===== config.mk =====
export PLATFORM = sky130hd
export DESIGN_NAME = jtl_tx_link
export DESIGN_NICKNAME = d
export VERILOG_FILES = /design/src/logic/jtl_pkg.sv /design/src/logic/jtl_tx_link.sv
export SDC_FILE = /design/constraint.sdc
export NUM_CORES = 1
export LEC_CHECK = 0
export BUFFER_PORTS_ARGS = -buffer_cell sky130_fd_sc_hd__buf_2
export CAP_MARGIN = 20
export CORE_MARGIN = 8
export CORE_UTILIZATION = 50
export CTS_BUF_LIST = sky130_fd_sc_hd__clkbuf_4 sky130_fd_sc_hd__clkbuf_8
export DETAILED_ROUTE_END_ITERATION = 10
export PLACE_DENSITY_LB_ADDON = 0.12
export SLEW_MARGIN = 20
export SYNTH_ARGS = -nofsm -noshare
export SYNTH_HDL_FRONTEND = slang
export SYNTH_SLANG_ARGS = --single-unit
export TNS_END_PERCENT = 5

===== constraint.sdc =====
create_clock -name clock -period 17.3 [get_ports clock]
set_clock_uncertainty 0.05 [all_clocks]
set_input_delay 1.73 -clock clock [delete_from_list [all_inputs] [get_ports clock]]
set_output_delay 1.73 -clock clock [all_outputs]
set_load 0.01 [all_outputs]

===== src/logic/jtl_pkg.sv =====
// Package of constants and types for the transmit link layer
package jtl_pkg;
   // ***************************************************************
   // Octet and code-group widths
   // ***************************************************************
   localparam int unsigned OCTET_W = 8;      // Octet width
   localparam int unsigned CODE_W  = 10;     // Code-group width
   localparam int unsigned SAMP_W  = 14;     // Converter sample width
   localparam int unsigned LANES   = 2;      // Serial output lanes

   // ***************************************************************
   // Control characters (K28.y octet values)
   // ***************************************************************
   localparam logic [7:0] K28_5_OCTET = 8'hBC;  // Sync comma
   localparam logic [7:0] K28_7_OCTET = 8'hFC;  // Frame marker
   localparam logic [7:0] K28_3_OCTET = 8'h7C;  // Multiframe marker

   // ***************************************************************
   // Frame and multiframe structure
   // ***************************************************************
   localparam logic [4:0] FRAMES_PER_MF_M1 = 5'h1F;  // 32 frames, the maximum
   localparam logic [4:0] MF_LAST_RESET    = 5'h1F;  // Multiframe count after reset

   // ***************************************************************
   // Scrambler
   // ***************************************************************
   localparam logic [14:0] SCR_SEED = 15'h7F80;  // Scrambler state after reset
   localparam logic        RD_RESET = 1'b0;      // Running disparity: negative

   // Link states, one-hot
   typedef enum logic [2:0] {
      JTL_SYNC  = 3'b001,   // Sending K28.5 while sync requested
      JTL_WAIT  = 3'b010,   // Sync released, waiting for multiframe boundary
      JTL_DATA  = 3'b100    // Sending scrambled frames
   } jtl_state_e;
endpackage : jtl_pkg


===== src/logic/jtl_tx_link.sv =====
// Transmit link layer: packing, scrambling, marker insertion, 8b/10b encoding
// ***************************************************************
// Module
// ***************************************************************
// How it works
// - Every octet leaves as an 8b/10b code-group
// - All 256 data and twelve K codes
// - Comma codes are K28.1, K28.5, K28.7
// - Scramble octets with 1+x^14+x^15
// - Frame is two code-groups, one sample
// - K28.7 replaces frame end when repeating
// - Only K28.5 while sync request low
// - First data code starts a frame
// - K28.3 replaces multiframe end when repeating
// - Multiframe clock generated internally
// - Multiframe never longer than 32 frames
// - Encoding picked by running disparity
// - Disparity judged per six and four bits
// - Lanes carry up to 6.0 Gbps
// - Overrange flags in stream and side output
// - Both channels taken in one cycle
// - Fixed pipeline delay after every sync
// - Overflow bit follows sample LSB
// - Samples are offset binary
// - One lane carries both, or one each
module jtl_tx_link
   import jtl_pkg::*;
(
   // Clock and reset
   input  wire logic                clock,
   input  wire logic                arst_n,
   // Converter sample input, both channels on one cycle
   input  wire logic [SAMP_W-1:0]   sample_a,
   input  wire logic [SAMP_W-1:0]   sample_b,
   input  wire logic                overrange_flag_a,
   input  wire logic                overrange_flag_b,
   input  wire logic                sample_valid,
   output logic                     sample_ready,
   // Configuration levels
   input  wire logic                single_lane,
   input  wire logic                scramble_en,
   // Link sync request from the receiver, a pin
   input  wire logic                sync_n,
   // Code-group outputs, one per lane, to the serialiser
   output logic [CODE_W-1:0]        lane0_code,
   output logic [CODE_W-1:0]        lane1_code,
   output logic                     code_valid,
   input  wire logic                code_ready,
   // Early overrange indication, A then B
   output logic                     overrange_out
);
   // ***************************************************************
   // 8b/10b encoder, bits abcdei fghj with a sent first
   // ***************************************************************
   function automatic logic [10:0] enc8b10b(input logic [7:0] d, input logic k,
                                            input logic rd);
      logic [5:0] s6;
      logic [3:0] s4;
      logic       rd1;
      logic       alt;
      logic [4:0] x;
      logic [2:0] y;
      int         n;
      x = d[4:0];
      y = d[7:5];
      s6 = 6'h00;
      s4 = 4'h0;
      // Six-bit table for negative disparity (abcdei)
      case (x)
         5'd0: s6 = 6'b100111;  5'd1: s6 = 6'b011101;  5'd2: s6 = 6'b101101;
         5'd3: s6 = 6'b110001;  5'd4: s6 = 6'b110101;  5'd5: s6 = 6'b101001;
         5'd6: s6 = 6'b011001;  5'd7: s6 = 6'b111000;  5'd8: s6 = 6'b111001;
         5'd9: s6 = 6'b100101;  5'd10: s6 = 6'b010101; 5'd11: s6 = 6'b110100;
         5'd12: s6 = 6'b001101; 5'd13: s6 = 6'b101100; 5'd14: s6 = 6'b011100;
         5'd15: s6 = 6'b010111; 5'd16: s6 = 6'b011011; 5'd17: s6 = 6'b100011;
         5'd18: s6 = 6'b010011; 5'd19: s6 = 6'b110010; 5'd20: s6 = 6'b001011;
         5'd21: s6 = 6'b101010; 5'd22: s6 = 6'b011010; 5'd23: s6 = 6'b111010;
         5'd24: s6 = 6'b110011; 5'd25: s6 = 6'b100110; 5'd26: s6 = 6'b010110;
         5'd27: s6 = 6'b110110; 5'd28: s6 = 6'b001110; 5'd29: s6 = 6'b101110;
         5'd30: s6 = 6'b011110; default: s6 = 6'b101011;
      endcase
      if (k && x == 5'd28) begin
         s6 = 6'b001111;      // K28 carries the comma run
      end
      // Unbalanced or D.07 blocks invert on positive disparity
      n = $countones(s6);
      if (rd && (n != 3 || x == 5'd7)) begin
         s6 = ~s6;
      end
      rd1 = (n != 3) ? ~rd : rd;
      // Four-bit table for negative disparity (fghj)
      alt = (!rd1 && (x == 5'd17 || x == 5'd18 || x == 5'd20))
            || (rd1 && (x == 5'd11 || x == 5'd13 || x == 5'd14)) || k;
      case (y)
         3'd0: s4 = 4'b1011;  3'd1: s4 = 4'b1001;  3'd2: s4 = 4'b0101;
         3'd3: s4 = 4'b1100;  3'd4: s4 = 4'b1101;  3'd5: s4 = 4'b1010;
         3'd6: s4 = 4'b0110;  default: s4 = alt ? 4'b0111 : 4'b1110;
      endcase
      // K28 balanced sub-blocks flip only after a negative six-bit run
      if (k && !rd1 && (y == 3'd1 || y == 3'd2 || y == 3'd5 || y == 3'd6)) begin
         s4 = ~s4;
      end
      n = $countones(s4);
      if (rd1 && (n != 2 || y == 3'd3)) begin
         s4 = ~s4;
      end
      rd1 = (n != 2) ? ~rd1 : rd1;
      return {rd1, s6, s4};
   endfunction

   // Three-stage pin synchroniser for sync request
   logic [2:0]    sync_pipe;   // Stage 0 is read by stage 1 only
   logic          sync_req;    // Filtered sync request, high = requested
   always_ff @(posedge clock or negedge arst_n) begin
      if (!arst_n) begin
         sync_pipe <= 3'b000;
         sync_req  <= 1'b1;
      end else begin
         sync_pipe <= {sync_pipe[1:0], sync_n};
         // Change counts once stages 1 and 2 agree
         if (sync_pipe[1] == sync_pipe[2]) begin
            sync_req <= ~sync_pipe[2];
         end
      end
   end

   // ***************************************************************
   // Two-entry input buffer, holds both channels captured together
   // ***************************************************************
   localparam int unsigned BUF_W = 2 * (SAMP_W + 1);
   logic [BUF_W-1:0] buf_mem [2];  // Entries
   logic             wr_ptr;       // Write slot
   logic             rd_ptr;       // Read slot
   logic [1:0]       buf_cnt;      // Filled entries
   logic             buf_take;     // Drain one entry
   logic             buf_put;      // Fill one entry
   logic [BUF_W-1:0] head;         // Oldest entry

   assign buf_put = sample_valid && sample_ready;
   assign head    = buf_mem[rd_ptr];

   // Storage and pointers; ready is a flop so back-pressure is honest
   always_ff @(posedge clock or negedge arst_n) begin
      if (!arst_n) begin
         wr_ptr       <= 1'b0;
         rd_ptr       <= 1'b0;
         buf_cnt      <= 2'd0;
         sample_ready <= 1'b0;
         buf_mem[0]   <= '0;
         buf_mem[1]   <= '0;
      end else begin
         if (buf_put) begin
            // both channels of one instant, flag after LSB
            buf_mem[wr_ptr] <= {sample_a, overrange_flag_a, sample_b, overrange_flag_b};
            wr_ptr          <= ~wr_ptr;
         end
         if (buf_take) begin
            rd_ptr <= ~rd_ptr;
         end
         buf_cnt      <= buf_cnt + 2'(buf_put) - 2'(buf_take);
         sample_ready <= (buf_cnt + 2'(buf_put) - 2'(buf_take)) < 2'd2;
      end
   end

   // Side overrange output, channel A then channel B
   logic of_phase;  // Half select
   always_ff @(posedge clock or negedge arst_n) begin
      if (!arst_n) begin
         of_phase      <= 1'b0;
         overrange_out <= 1'b0;
      end else begin
         of_phase      <= ~of_phase;
         overrange_out <= of_phase ? overrange_flag_b : overrange_flag_a;
      end
   end

   // ***************************************************************
   // Frame sequencing and local multiframe clock
   // ***************************************************************
   jtl_state_e state;      // Link state
   logic       oct_idx;    // Octet within frame (0 first)
   logic [4:0] frame_idx;  // Frame within multiframe
   logic       step;       // One code-group per lane leaves
   logic [2*(SAMP_W+1)-1:0] cur;  // Sample being sent
   logic       cur_half;   // Single lane: 0 sends channel A frame, 1 channel B

   assign step     = !code_valid || code_ready;
   // One sample drains per single-lane half frame pair or per two-lane frame
   assign buf_take = step && state == JTL_DATA && oct_idx == 1'b1
                     && buf_cnt != 2'd0 && !(single_lane && cur_half == 1'b0);

   // Octet counter advances on every step; frame and half counters at each frame end
   always_ff @(posedge clock or negedge arst_n) begin
      if (!arst_n) begin
         oct_idx   <= 1'b0;
         frame_idx <= MF_LAST_RESET;
         cur_half  <= 1'b0;
      end else if (step) begin
         // counters free-run from reset, fixing delay
         oct_idx <= ~oct_idx;
         if (oct_idx) begin
            frame_idx <= (frame_idx == FRAMES_PER_MF_M1) ? 5'd0 : frame_idx + 5'd1;
            cur_half  <= single_lane ? ~cur_half : 1'b0;
         end
      end
   end

   // Link state machine
   always_ff @(posedge clock or negedge arst_n) begin
      if (!arst_n) begin
         state <= JTL_SYNC;
      end else if (sync_req) begin
         state <= JTL_SYNC;
      end else if (step) begin
         case (state)
            JTL_SYNC: state <= JTL_WAIT;
            // Data begins at the next multiframe boundary
            JTL_WAIT: if (oct_idx && frame_idx == FRAMES_PER_MF_M1) state <= JTL_DATA;
            JTL_DATA: state <= JTL_DATA;
            default:  state <= JTL_SYNC;
         endcase
      end
   end

   // ***************************************************************
   // Octet selection, scrambling, markers, encoding per lane
   // ***************************************************************
   logic [BUF_W-1:0] cur_next;
   always_ff @(posedge clock or negedge arst_n) begin
      if (!arst_n) begin
         cur <= '0;
      end else if (step && oct_idx == 1'b1) begin
         cur <= cur_next;
      end
   end
   assign cur_next = (buf_take || (single_lane && cur_half == 1'b0))
                     ? (buf_take ? head : cur) : cur;

   // sample, flag, filler zero, MSB first into two octets
   logic [15:0] word_a;
   logic [15:0] word_b;
   assign word_a = {cur[29:16], cur[15], 1'b0};
   assign word_b = {cur[14:1], cur[0], 1'b0};

   logic [14:0] scr      [LANES];  // Scrambler state per lane
   logic        rd       [LANES];  // Running disparity per lane
   logic [7:0]  last_oct [LANES];  // Last frame-end octet per lane, before marker swap
   logic [10:0] enc      [LANES];
   logic [7:0]  plain    [LANES];
   logic [7:0]  sc       [LANES];
   logic        is_k     [LANES];
   logic [7:0]  oct      [LANES];

   for (genvar l = 0; l < LANES; l++) begin : g_lane
      logic [15:0] word;
      logic [14:0] s;
      // lane 0 alternates channels in single-lane mode
      assign word = (l == 0) ? ((single_lane && cur_half) ? word_b : word_a) : word_b;
      assign plain[l] = oct_idx ? word[7:0] : word[15:8];

      // self-synchronising, feedback from sent bits, MSB first
      always_comb begin
         s = scr[l];
         for (int i = 7; i >= 0; i--) begin
            sc[l][i] = plain[l][i] ^ (scramble_en ? (s[13] ^ s[14]) : 1'b0);
            s        = {s[13:0], sc[l][i]};
         end
      end

      // Marker substitution on repeat of the last octet
      always_comb begin
         is_k[l] = 1'b0;
         oct[l]  = sc[l];
         if (state != JTL_DATA) begin
            is_k[l] = 1'b1;
            oct[l]  = K28_5_OCTET;
         end else if (oct_idx && sc[l] == last_oct[l]) begin
            is_k[l] = 1'b1;
            oct[l]  = (frame_idx == FRAMES_PER_MF_M1) ? K28_3_OCTET
                                                      : K28_7_OCTET;
         end
      end
      assign enc[l] = enc8b10b(oct[l], is_k[l], rd[l]);

      always_ff @(posedge clock or negedge arst_n) begin
         if (!arst_n) begin
            scr[l]      <= SCR_SEED;
            rd[l]       <= RD_RESET;
            last_oct[l] <= 8'h00;
         end else if (step) begin
            rd[l] <= enc[l][10];
            if (state == JTL_DATA) begin
               scr[l] <= s;
               if (oct_idx) last_oct[l] <= sc[l];
            end
         end
      end
   end

   // Output registers; both lanes load on every step, lane 1 also in single-lane mode
   always_ff @(posedge clock or negedge arst_n) begin
      if (!arst_n) begin
         lane0_code <= '0;
         lane1_code <= '0;
         code_valid <= 1'b0;
      end else if (step) begin
         lane0_code <= enc[0][9:0];
         lane1_code <= enc[1][9:0];
         code_valid <= 1'b1;
      end
   end

   // ***************************************************************
   // Checks
   // ***************************************************************
   // State follows the filtered request one edge later
   chk_sync_comma: assert property (@(posedge clock) disable iff (!arst_n)
      sync_req |=> state == JTL_SYNC) else $error("sync request not honoured");
   chk_data_start: assert property (@(posedge clock) disable iff (!arst_n)
      $rose(state == JTL_DATA) |-> oct_idx == 1'b0) else $error("data off frame edge");
   chk_mf_bound: assert property (@(posedge clock) disable iff (!arst_n)
      frame_idx <= FRAMES_PER_MF_M1) else $error("multiframe too long");
   chk_frame_two: assert property (@(posedge clock) disable iff (!arst_n)
      step |=> oct_idx != $past(oct_idx)) else $error("frame not two codes");
   chk_buf_full: assert property (@(posedge clock) disable iff (!arst_n)
      buf_cnt == 2'd2 |-> !sample_ready) else $error("ready while full");
   chk_k_marker: assert property (@(posedge clock) disable iff (!arst_n)
      state == JTL_DATA && is_k[0] |-> oct_idx) else $error("marker off frame end");
   chk_mf_marker: assert property (@(posedge clock) disable iff (!arst_n)
      oct[0] == K28_3_OCTET && is_k[0] |-> frame_idx == FRAMES_PER_MF_M1)
      else $error("K28.3 off multiframe end");
   chk_disparity: assert property (@(posedge clock) disable iff (!arst_n)
      step |=> rd[0] == ($past(rd[0]) ^ (($countones(lane0_code) != 5))))
      else $error("disparity tracking wrong");
   chk_comma_out: assert property (@(posedge clock) disable iff (!arst_n)
      state == JTL_SYNC && step
      |=> (lane0_code[9:4] == 6'b001111 || lane0_code[9:4] == 6'b110000))
      else $error("comma missing while syncing");
endmodule // jtl_tx_link


==> results.md, run 1 <==
- DRT iter0 DRCs: 409
- Post-synth EDFFs: 0
- Synthesized area: ~9800 µm²
- Die height: approximately 160 µm
- Clock slew at reported path FFs: 0.12 ns
- Cts hold-fix bufs: 0
- Synth Instances: 902
- Worst EP arrival: approximately 11 ns
- Clk_lat worst skew: around 0.48 ns
- Routability cong.: 0.898
- Placeable Area: 19300 µm²
- Post-CTS Resized: 0
- Post-synthesis sequential area ratio: approximately 46%
- Slew at the pin closest to its max-slew limit: 1.02 ns
- Routed vias/inst: 5.51
- DR pass1 iterations: 4
- Final setup TNS: 0 ns
- Leading post-synthesis cells by cell area: dfrtp_1, mux2_2, dfstp_2, mux2i_1, nand2_1
- Min-delay src: sync_pipe[0]
- Hold Violations, Final: 0
- Die width: roughly 160 µm
- RSZ-0062 raised after global routing: no
- Residual DRC: 0
- Post-Syn Area per Cell: 10.9 µm²
- Share of layout cells above drive strength 1: 24.0%
- Site Rows: 51
- Ys Warns: 0
- Yosys top cell area share: 40.0%
- Deepest clock path buffer count: 2
- Worst flop-to-flop path startpoint: oct_idx
- Max incr delay on CP: 0.87 ns
- Port Buffers: 59
- Critical Path Start Type: input pin
- Post-CTS setup buffer count: 0
- Max-cap violations: 0
- Commonest cells after routing, fill and taps aside: dfrtp_1, nand2_1, mux2_2
- H-tree depth: 4
- Crit path max fanout: 9
- Min Tclk post-route: around 11 ns
- Clk sinks: 180
- Final cycle utilization of the critical path: between 60 and 70%
- DIE AREA: 24400 µm²
- Unique masters post-synth: 76
- Final core utilization: ~56%
- Global-route wire length before repair: 36200 µm
- Pwr/cell area: 121 nW/µm²
- Layout Nets: 1012
- Mapped Nets: 966
- All-Layer GR Usage: 18.7%
- Area growth from synthesis to layout: 10.2%
- Root Buffer Master: clkbuf_8
- Via count: approximately 6800
- Setup crit start: single_lane
- CP endpoint kind: register
- Worst path slowest cell: a2111oi_0
- Top cell type by total area after synthesis: dfrtp_1
- Setup violations, final: 0
- Remaining Overflow, GRT: 0
- Worst setup path category: input pin to register
- Antenna violations before repair: 0
- Post-route ant nets: 0
- Post-Route WL: 21700 µm
- Largest net degree at the start of global routing: 72
- Max frequency: about 93 MHz
- Commonest non-fill, non-tap cell in the layout: dfrtp_1
- Primary FF master, synth: dfrtp_1
- I/O pin total: 60
- Req. time, crit path: around 18 ns
- Max_slew headroom: 30.2%
- Vias in the first global route: 6914
- Seq cells post-synth: 180
- Leakage: 4.79 nW
- Fill cells: 1731
- Wirelength per Cell: 17.7 µm
- Status: complete, no violations
- Initial Utilization: between 50% and 60%
- VDD IR max: 77.2 µV
- Min-delay worst type: register to register
- DP Wirelength: 15300 µm
- Post-synth ARST share: 100%
- Antenna cells: 0
- CTS tree: yes
- Final Max Tran Viols: 0
- TritonCTS buffer count: 17
flip-flops by register name, indices dropped and copies added, names as in the netlist, 5 cells and up:
name / flops
buf_mem: 60
cur: 30
last_oct: 16
scr: 16
g_lane.s: 14
lane0_code: 10
lane1_code: 10
frame_idx: 5
per-layer routing:
| layer | part of all wire, % | up-vias | wire length (µm) | GRT usage [%] |
|---|---|---|---|---|
| li1 | - | 3251 | - | - |
| met2 | 48 | 141 | 10400 | 30.6 |
| met3 | 4.1 | 22 | 891 | 3.88 |
| met5 | 0 | - | 0 | 0 |
| met4 | 1.6 | 0 | 354 | 5.81 |
| met1 | 47 | 3342 | 10100 | 24.4 |
path summary, 6_finish.rpt:
kind | endpoint | slack (ns) | cells after the start
max reg2reg | lane0_code[2] | 7.18 | 31
min in group asynchronous | buf_mem[35] | 1.17 | 1
min | sync_pipe[1] | 0.30 | 0
min reg2reg | sync_pipe[1] | 0.30 | 0
max | lane0_code[2] | 6.55 | 31
max in group asynchronous | lane0_code[9] | 14.70 | 2
through the flow:
step | cells | hold WS, ns | total power, mW | setup slack [ns] | area (µm²)
2_1_floorplan | 902 | 0.281 | 0.913 | 7.23 | 9820
3_3_place_gp | 1194 | 0.292 | 1.01 | 6.36 | 10400
3_5_place_dp | 1194 | 0.292 | 1.02 | 6.15 | 10400
4_1_cts | 1226 | 0.299 | 1.33 | 6.59 | 10800
5_1_grt | 1226 | 0.311 | 1.40 | 5.92 | 10800
6_report | 1226 | 0.297 | 1.31 | 6.55 | 10800
power by group:
group          switching [mW]  leakage (nW)  internal (mW)
clock network           0.190         0.210          0.114
registers              0.0593          2.21          0.538
logic                   0.202          2.37          0.210
logic make-up (layout without fill, tap and decap cells):
group	count (synthesis)	count (layout)	synth area share (%)
simple gates	222	222	10.4
flops	180	180	46.2
compound gates	175	175	11.3
mux	136	136	15.6
xor+xnor	89	89	9.53
buf+inv	71	130	2.83
fa+ha+maj	28	28	4.16
other cells	1	1	0.0382
synth_stat cells (23+ instances only):
cell type and number:
xor2_1 34, nand2_1 113, o21ai_0 80, dfrtp_1 157, xnor2_1 44, mux2i_1 48
dfstp_2 23, clkbuf_1 39, nor2_1 38, inv_1 25, mux2_2 81, a21oi_1 29
worst max-delay path, delay by kind of cell:
| kind | cells | cell delay, ns |
|---|---|---|
| simple gates | 7 | 1.97 |
| buf+inv | 4 | 0.41 |
| xor+xnor | 3 | 0.81 |
| compound gates | 8 | 2.77 |
| fa+ha+maj | 8 | 2.81 |
| mux | 1 | 0.57 |
final cells by class:
| cell class | instances | area [µm²] | share of cell area [%] |
|---|---|---|---|
| clock buffer | 17 | 234 | 2.16 |
| multi-input combinational | 651 | 5020 | 46.4 |
| inverter | 25 | 93.8 | 0.867 |
| clock inverter | 15 | 198 | 1.83 |
| tap | 265 | 332 | 3.06 |
| sequential | 180 | 4530 | 41.9 |
| timing repair buffer | 73 | 407 | 3.76 |
(Power assumes the default switching activity.)
==> run 2: changes to the inputs <==
==> constraint.sdc (replaced) <==
create_clock -name clock -period 8.7 [get_ports clock]
set_clock_uncertainty 0.05 [all_clocks]
set_input_delay 0.87 -clock clock [delete_from_list [all_inputs] [get_ports clock]]
set_output_delay 0.87 -clock clock [all_outputs]
set_load 0.01 [all_outputs]
==> run 2 against run 1 <==
Non-clock buffer count rose by 46. Wire length rose by 0.18%. Worst setup slack got worse by 6.1 ns. Combinational power rose by 110%. Final cell count rose by 3.8%. First-iteration DRC count fell by 23%. Critical path type unchanged. Highest routed layer unchanged.
==> results.md, run 2 (same netlist as run 1, synthesis figures left out) <==
- Status: complete, no violations (unchanged)
- Routed vias/inst: 5.33 (was 5.51)
- Die width: 156 µm (unchanged)
- WP buf/inv: 6 (was 4)
- Cts hold-fix bufs: 0 (unchanged)
- CTS tree: yes (unchanged)
- DRT iter0 DRCs: 313 (was 409)
- Finished Layout Cells: 1272 (was 1226)
- Crit-path leading delay family: adder cells (unchanged)
- Area growth from synthesis to layout: 13.9% (was 10.2%)
- Slew at the pin closest to its max-slew limit: 0.992 ns (was 1.02 ns)
- Worst path slowest cell: mux4_2 (was a2111oi_0)
- Setup violations, final: 0 (unchanged)
- Max frequency: around 120 MHz
- Min-delay worst type: input pin to asynchronous set/reset pin (was register to register)
- Routability cong.: 0.925 (was 0.898)
- DP Wirelength: 16000 µm (was 15300 µm)
- DR pass1 iterations: 4 (unchanged)
- All-Layer GR Usage: 19.2% (was 18.7%)
- VDD IR max: 188 µV (was 77.2 µV)
- CP endpoint kind: register (unchanged)
- RSZ-0062 raised after global routing: no (unchanged)
- H-tree depth: 4 (unchanged)
- TritonCTS buffer count: 17 (unchanged)
- Largest net degree at the start of global routing: 70 (was 72)
- Dpl cell area: 10800 µm² (was 10400 µm²)
- Placeable Area: 19300 µm² (unchanged)
- Layout Nets: 1058 (was 1012)
- Max incr delay on CP: 0.56 ns (was 0.87 ns)
- DIE AREA: 24400 µm² (unchanged)
- Site Rows: 51 (unchanged)
- Critical Path Start Type: input pin (unchanged)
- Final cycle utilization of the critical path: 94.4%
- Clk_lat worst skew: 0.48 ns (about the same)
- I/O pin total: 60 (unchanged)
- Post-Route WL: 21700 µm (about the same)
- Worst setup path category: input pin to register (unchanged)
- Post-route ant nets: 0 (unchanged)
- Max_slew headroom: 33.7% (was 30.2%)
- Crit path max fanout: 4 (was 9)
- Antenna violations before repair: 0 (unchanged)
- Worst EP arrival: 8.52 ns (was 11.09 ns)
- Largest regs: buf_mem x60, cur x30 (unchanged)
- Port Buffers: 59 (unchanged)
- Commonest cells after routing, fill and taps aside: dfrtp_1, nand2_1, mux2_2 (unchanged)
- Number of flip-flops in the largest register: 60 (unchanged)
- Wirelength per Cell: 17.1 µm (was 17.7 µm)
- Die height: 156 µm (unchanged)
- Clock slew at reported path FFs: 0.12 ns (about the same)
- Residual DRC: 0 (unchanged)
- Antenna cells: 0 (unchanged)
- Global-route wire length before repair: 36900 µm (was 36200 µm)
- Pwr/cell area: 236 nW/µm² (was 121 nW/µm²)
- Fin area: 11200 µm² (was 10800 µm²)
- Req. time, crit path: 9.01 ns (was 17.64 ns)
- Max-cap violations: 0 (unchanged)
- Root Buffer Master: clkbuf_8 (unchanged)
- Commonest non-fill, non-tap cell in the layout: dfrtp_1 (unchanged)
- Initial Utilization: 50.8% (unchanged)
- Dpl cells: 1239 (was 1194)
- Leakage: 5.02 nW (was 4.79 nW)
- Top reg by flops: buf_mem (unchanged)
- Vias in the first global route: 7093 (was 6914)
- Final Max Tran Viols: 0 (unchanged)
- Hold Violations, Final: 0 (unchanged)
- Min Tclk post-route: 8.22 ns
- Share of layout cells above drive strength 1: 28.0% (was 24.0%)
- Deepest clock path buffer count: 2 (unchanged)
- Via count: 6777 (was 6756)
- Clk sinks: 180 (unchanged)
- Remaining Overflow, GRT: 0 (unchanged)
## run 2: area by class of cell
type / count / area, µm²
fill: 1709 / 8160
multi-input combinational: 651 / 5070
sequential: 180 / 4530
timing repair buffer: 119 / 756
tap: 265 / 332
clock buffer: 18 / 241
clock inverter: 14 / 151
inverter: 25 / 93.8
## run 2: worst reg2reg max path: cells and delay by family (launching register included)
kind                       cells  cell delay (ns)
xor gates and xnor gates       4             0.84
muxes                          2             0.58
DFF                            1             0.51
AOI/OAI and AO/OA              6             1.22
and+or+nand+nor                7             1.84
adders and majority gates      8             2.54
buffers and inverters          5             0.50
## run 2: routing by layer
metal  track usage [%]  up-vias  share of wire (%)  routed length, µm
met1              25.0     3272                 46               9980
met3              4.04       26                3.9                852
met5                 0        -                  0                  0
met2              31.7      121                 48              10500
met4              5.22        0                1.9                403
li1                  -     3358                  -                  -
## run 2: per-stage QoR
step           hold WS (ns)  setup slack (ns)  util, %  setup TNS [ns]  power [mW]
4_1_cts               0.238             0.230     57.6               0        2.68
2_1_floorplan         0.281          -0.00520        -        -0.00520        1.83
3_5_place_dp          0.305           -0.0730     55.6          -0.275        2.11
6_report              0.241             0.484     57.8               0        2.64
3_3_place_gp          0.288            0.0260     55.6               0        2.08
5_1_grt               0.253         0.0000178     57.8               0        2.83
## run 2: what timing repair did
| item | 4_1_cts | 5_1_grt |
|---|---|---|
| resized for setup | 0 | 5 |
| setup buffers | 0 | 1 |
| setup endpoints to repair | 0 | 10 |
## run 2: path summary, 6_finish.rpt
| path | from | to | slack (ns) | depth (start not counted) |
|---|---|---|---|---|
| min in group clock | sync_pipe[0] | sync_pipe[1] | 0.33 | 0 |
| max in group asynchronous | arst_n | last_oct[9] | 7.12 | 2 |
| setup / recovery | single_lane | rd[1] | 0.48 | 33 |
| hold reg to reg | sync_pipe[0] | sync_pipe[1] | 0.33 | 0 |
| hold / removal | arst_n | buf_mem[11] | 0.24 | 1 |
| setup reg to reg | oct_idx | rd[1] | 0.52 | 32 |
## run 2: power breakdown
part	total [mW]	leakage [nW]	switching [mW]	internal [mW]
sequential	1.20	2.21	0.127	1.07
combinational	0.876	2.61	0.402	0.474
clock	0.569	0.202	0.349	0.220
==> run 3: changes to the inputs <==
--- a/config.mk
+++ b/config.mk
@@ -8,7 +8,7 @@
 export BUFFER_PORTS_ARGS = -buffer_cell sky130_fd_sc_hd__buf_2
 export CAP_MARGIN = 20
 export CORE_MARGIN = 8
-export CORE_UTILIZATION = 50
+export CORE_UTILIZATION = 57
 export CTS_BUF_LIST = sky130_fd_sc_hd__clkbuf_4 sky130_fd_sc_hd__clkbuf_8
 export DETAILED_ROUTE_END_ITERATION = 10
 export PLACE_DENSITY_LB_ADDON = 0.12
==> run 3 against run 2 <==
Final area shrank 1.0%. Die area shrank 11%. Global-route usage grew 1.0 points. Largest power group unchanged.
==> results.md, run 3 (same netlist as run 1, synthesis figures left out) <==
- Antenna violations before repair: 0 (unchanged)
- DP Worst Slack: -0.225 ns (was -0.0730 ns)
- Dpl cell area: 10600 µm² (was 10800 µm²)
- Combinational share of power: 32.6% (was 33.1%)
- Post-route ant nets: 0 (unchanged)
- RSZ-0062 raised after global routing: no (unchanged)
- Worst flop-to-flop path startpoint: cur_half (was oct_idx)
- I/O pin total: 60 (unchanged)
- Fin area: 11100 µm² (was 11200 µm²)
- Min-delay src: sync_pipe[0]
- WHS Endpoint: sync_pipe[1]
- R2R cell count: 33 (was 32)
- Routability cong.: 0.878 (was 0.925)
- R2R Setup Slk: 0.48 ns (was 0.52 ns)
- Deepest clock path buffer count: 2 (unchanged)
- Crit path max fanout: 5 (was 4)
- Switching power: 889 µW (was 878 µW)
- Via count: 6896 (was 6777)
- Post-Route WL: 21300 µm (was 21700 µm)
- CTS tree: yes (unchanged)
- Fill cells: 1368 (was 1709)
- All-Layer GR Usage: 20.2% (was 19.2%)
- Min-delay worst type: register to register (was input pin to asynchronous set/reset pin)
- Worst EP arrival: 8.61 ns (was 8.52 ns)
- Largest net degree at the start of global routing: 99 (was 70)
- Commonest cells after routing, fill and taps aside: dfrtp_1, nand2_1, mux2_2 (unchanged)
- Antenna cells: 0 (unchanged)
- Final WS setup: 0.396 ns (was 0.484 ns)
- Clk sinks: 180 (unchanged)
- Max frequency: 120 MHz (was 122 MHz)
- Flop pwr share: 45.0% (was 45.3%)
- Register area: 4530 µm² (unchanged)
- Leakage: 4.94 nW (was 5.02 nW)
- Int Pwr: 1.77 mW (was 1.76 mW)
- DP Wirelength: 15600 µm (was 16000 µm)
- Clk_lat worst skew: 0.46 ns (was 0.48 ns)
- H-tree depth: 4 (unchanged)
- Critical Path Start Type: input pin (unchanged)
- Final Max Tran Viols: 0 (unchanged)
- DRT iter0 DRCs: 337 (was 313)
- Area growth from synthesis to layout: 12.7% (was 13.9%)
- Sw Share: 33.4% (was 33.2%)
- Residual DRC: 0 (unchanged)
- Remaining Overflow, GRT: 0 (unchanged)
- Final setup TNS: 0 ns (unchanged)
- Clock slew at reported path FFs: 0.10 ns (was 0.12 ns)
- Max_slew headroom: 34.1% (was 33.7%)
- Top reg by flops: buf_mem (unchanged)
- Port Buffers: 59 (unchanged)
- Status: complete, no violations (unchanged)
- Largest regs: buf_mem x60, cur x30 (unchanged)
- Number of flip-flops in the largest register: 60 (unchanged)
- Post-CTS setup buffer count: 0 (unchanged)
- Max incr delay on CP: 0.56 ns (about the same)
- Site Rows: 48 (was 51)
- Hold Violations, Final: 0 (unchanged)
- Vias in the first global route: 7102 (was 7093)
- Worst hold path depth: 0
- Die width: 147 µm (was 156 µm)
- Min Tclk post-route: 8.30 ns (was 8.22 ns)
- VDD IR max: 161 µV (was 188 µV)
- Multi-input logic area: 5090 µm² (was 5070 µm²)
- TritonCTS buffer count: 17 (unchanged)
- Layout Nets: 1042 (was 1058)
- Commonest non-fill, non-tap cell in the layout: dfrtp_1 (unchanged)
- DIE AREA: 21700 µm² (was 24400 µm²)
- Global-route wire length before repair: 35700 µm (was 36900 µm)
- CP endpoint kind: register (unchanged)
- Pwr/cell area: 241 nW/µm² (was 236 nW/µm²)
- Max-cap violations: 0 (unchanged)
- Req. time, crit path: 9.01 ns (about the same)
- Worst path slowest cell: mux4_2 (unchanged)
- Final cycle utilization of the critical path: 95.5% (was 94.4%)
- DR pass1 iterations: 6 (was 4)
- Die height: 147 µm (was 156 µm)
- Clock share of power: 22.5% (was 21.5%)
- Placeable Area: 17100 µm² (was 19300 µm²)
- Root Buffer Master: clkbuf_8 (unchanged)
- Routed vias/inst: 5.67 (was 5.33)
- Share of layout cells above drive strength 1: 27.2% (was 28.0%)
- Capture point of the worst reg-to-reg path: lane0_code[3] (was rd[1])
- Wirelength per Cell: 17.5 µm (was 17.1 µm)
- Slew at the pin closest to its max-slew limit: 0.986 ns (was 0.992 ns)
- Pwr Total: 2.66 mW (was 2.64 mW)
- Setup violations, final: 0 (unchanged)
- Initial Utilization: 57.5% (was 50.8%)
- Worst setup path category: input pin to register (unchanged)
==> run 3: worst max path at each step <==
stage | startpoint | endpoint | slack [ns] | cells past startpoint
floorplan | single_lane | lane0_code[3] | -0.005 | 31
global placement | single_lane | lane0_code[3] | 0.06 | 32
detailed placement | single_lane | lane0_code[3] | -0.23 | 32
CTS | oct_idx | lane0_code[3] | 0.14 | 32
global route | single_lane | lane0_code[1] | 0.03 | 34
finish | single_lane | lane0_code[3] | 0.40 | 34
==> run 3: power by group through the flow <==
stage                     clock network, mW  logic, mW  registers, mW
final                                 0.598      0.867           1.20
after global routing                  0.650      0.966           1.23
after CTS                             0.617      0.860           1.20
after detailed placement                  0      0.856           1.22
after global placement                    0      0.811           1.20
after floorplan                           0      0.630           1.20
==> run 3: stage by stage <==
| step | hold WS, ns | utilization (%) | instances |
|---|---|---|---|
| after global routing | 0.350 | 64.9 | 1216 |
| after floorplan | 0.281 | - | 902 |
| after global placement | 0.301 | 62.1 | 1184 |
| final | 0.328 | 64.9 | 1216 |
| after CTS | 0.331 | 64.6 | 1216 |
| after detailed placement | 0.285 | 62.1 | 1184 |
==> run 3: routing by layer <==
metal  track usage, %  share of wire (%)
met1             26.4                 46
met2             33.7                 49
met3             4.09                4.4
met4             5.00               0.95
met5                0                  0
==> run 3: area by class of cell <==
class	instances	share of cell area, %
flip-flops and latches	180	41.0
clock buffers	18	2.18
clock inverters	14	1.65
well taps	225	2.54
repair buffers	103	5.78
multi-input cells	651	46.0
inverters	25	0.848
==> run 3: worst max-delay path, delay by kind of cell <==
| family | cells | cell delay (ns) |
|---|---|---|
| adder cells (fa/ha/maj) | 8 | 2.71 |
| AND/OR/NAND/NOR | 8 | 1.71 |
| AO/OA/AOI/OAI | 9 | 1.49 |
| XOR/XNOR | 3 | 0.70 |
| buffers and inverters | 5 | 0.56 |
| multiplexers | 1 | 0.56 |
==> run 3: timing repair <==
action	4_1_cts	5_1_grt
hold buffers	0	0
endpoints found under the setup margin	0	10
resized for setup	0	11
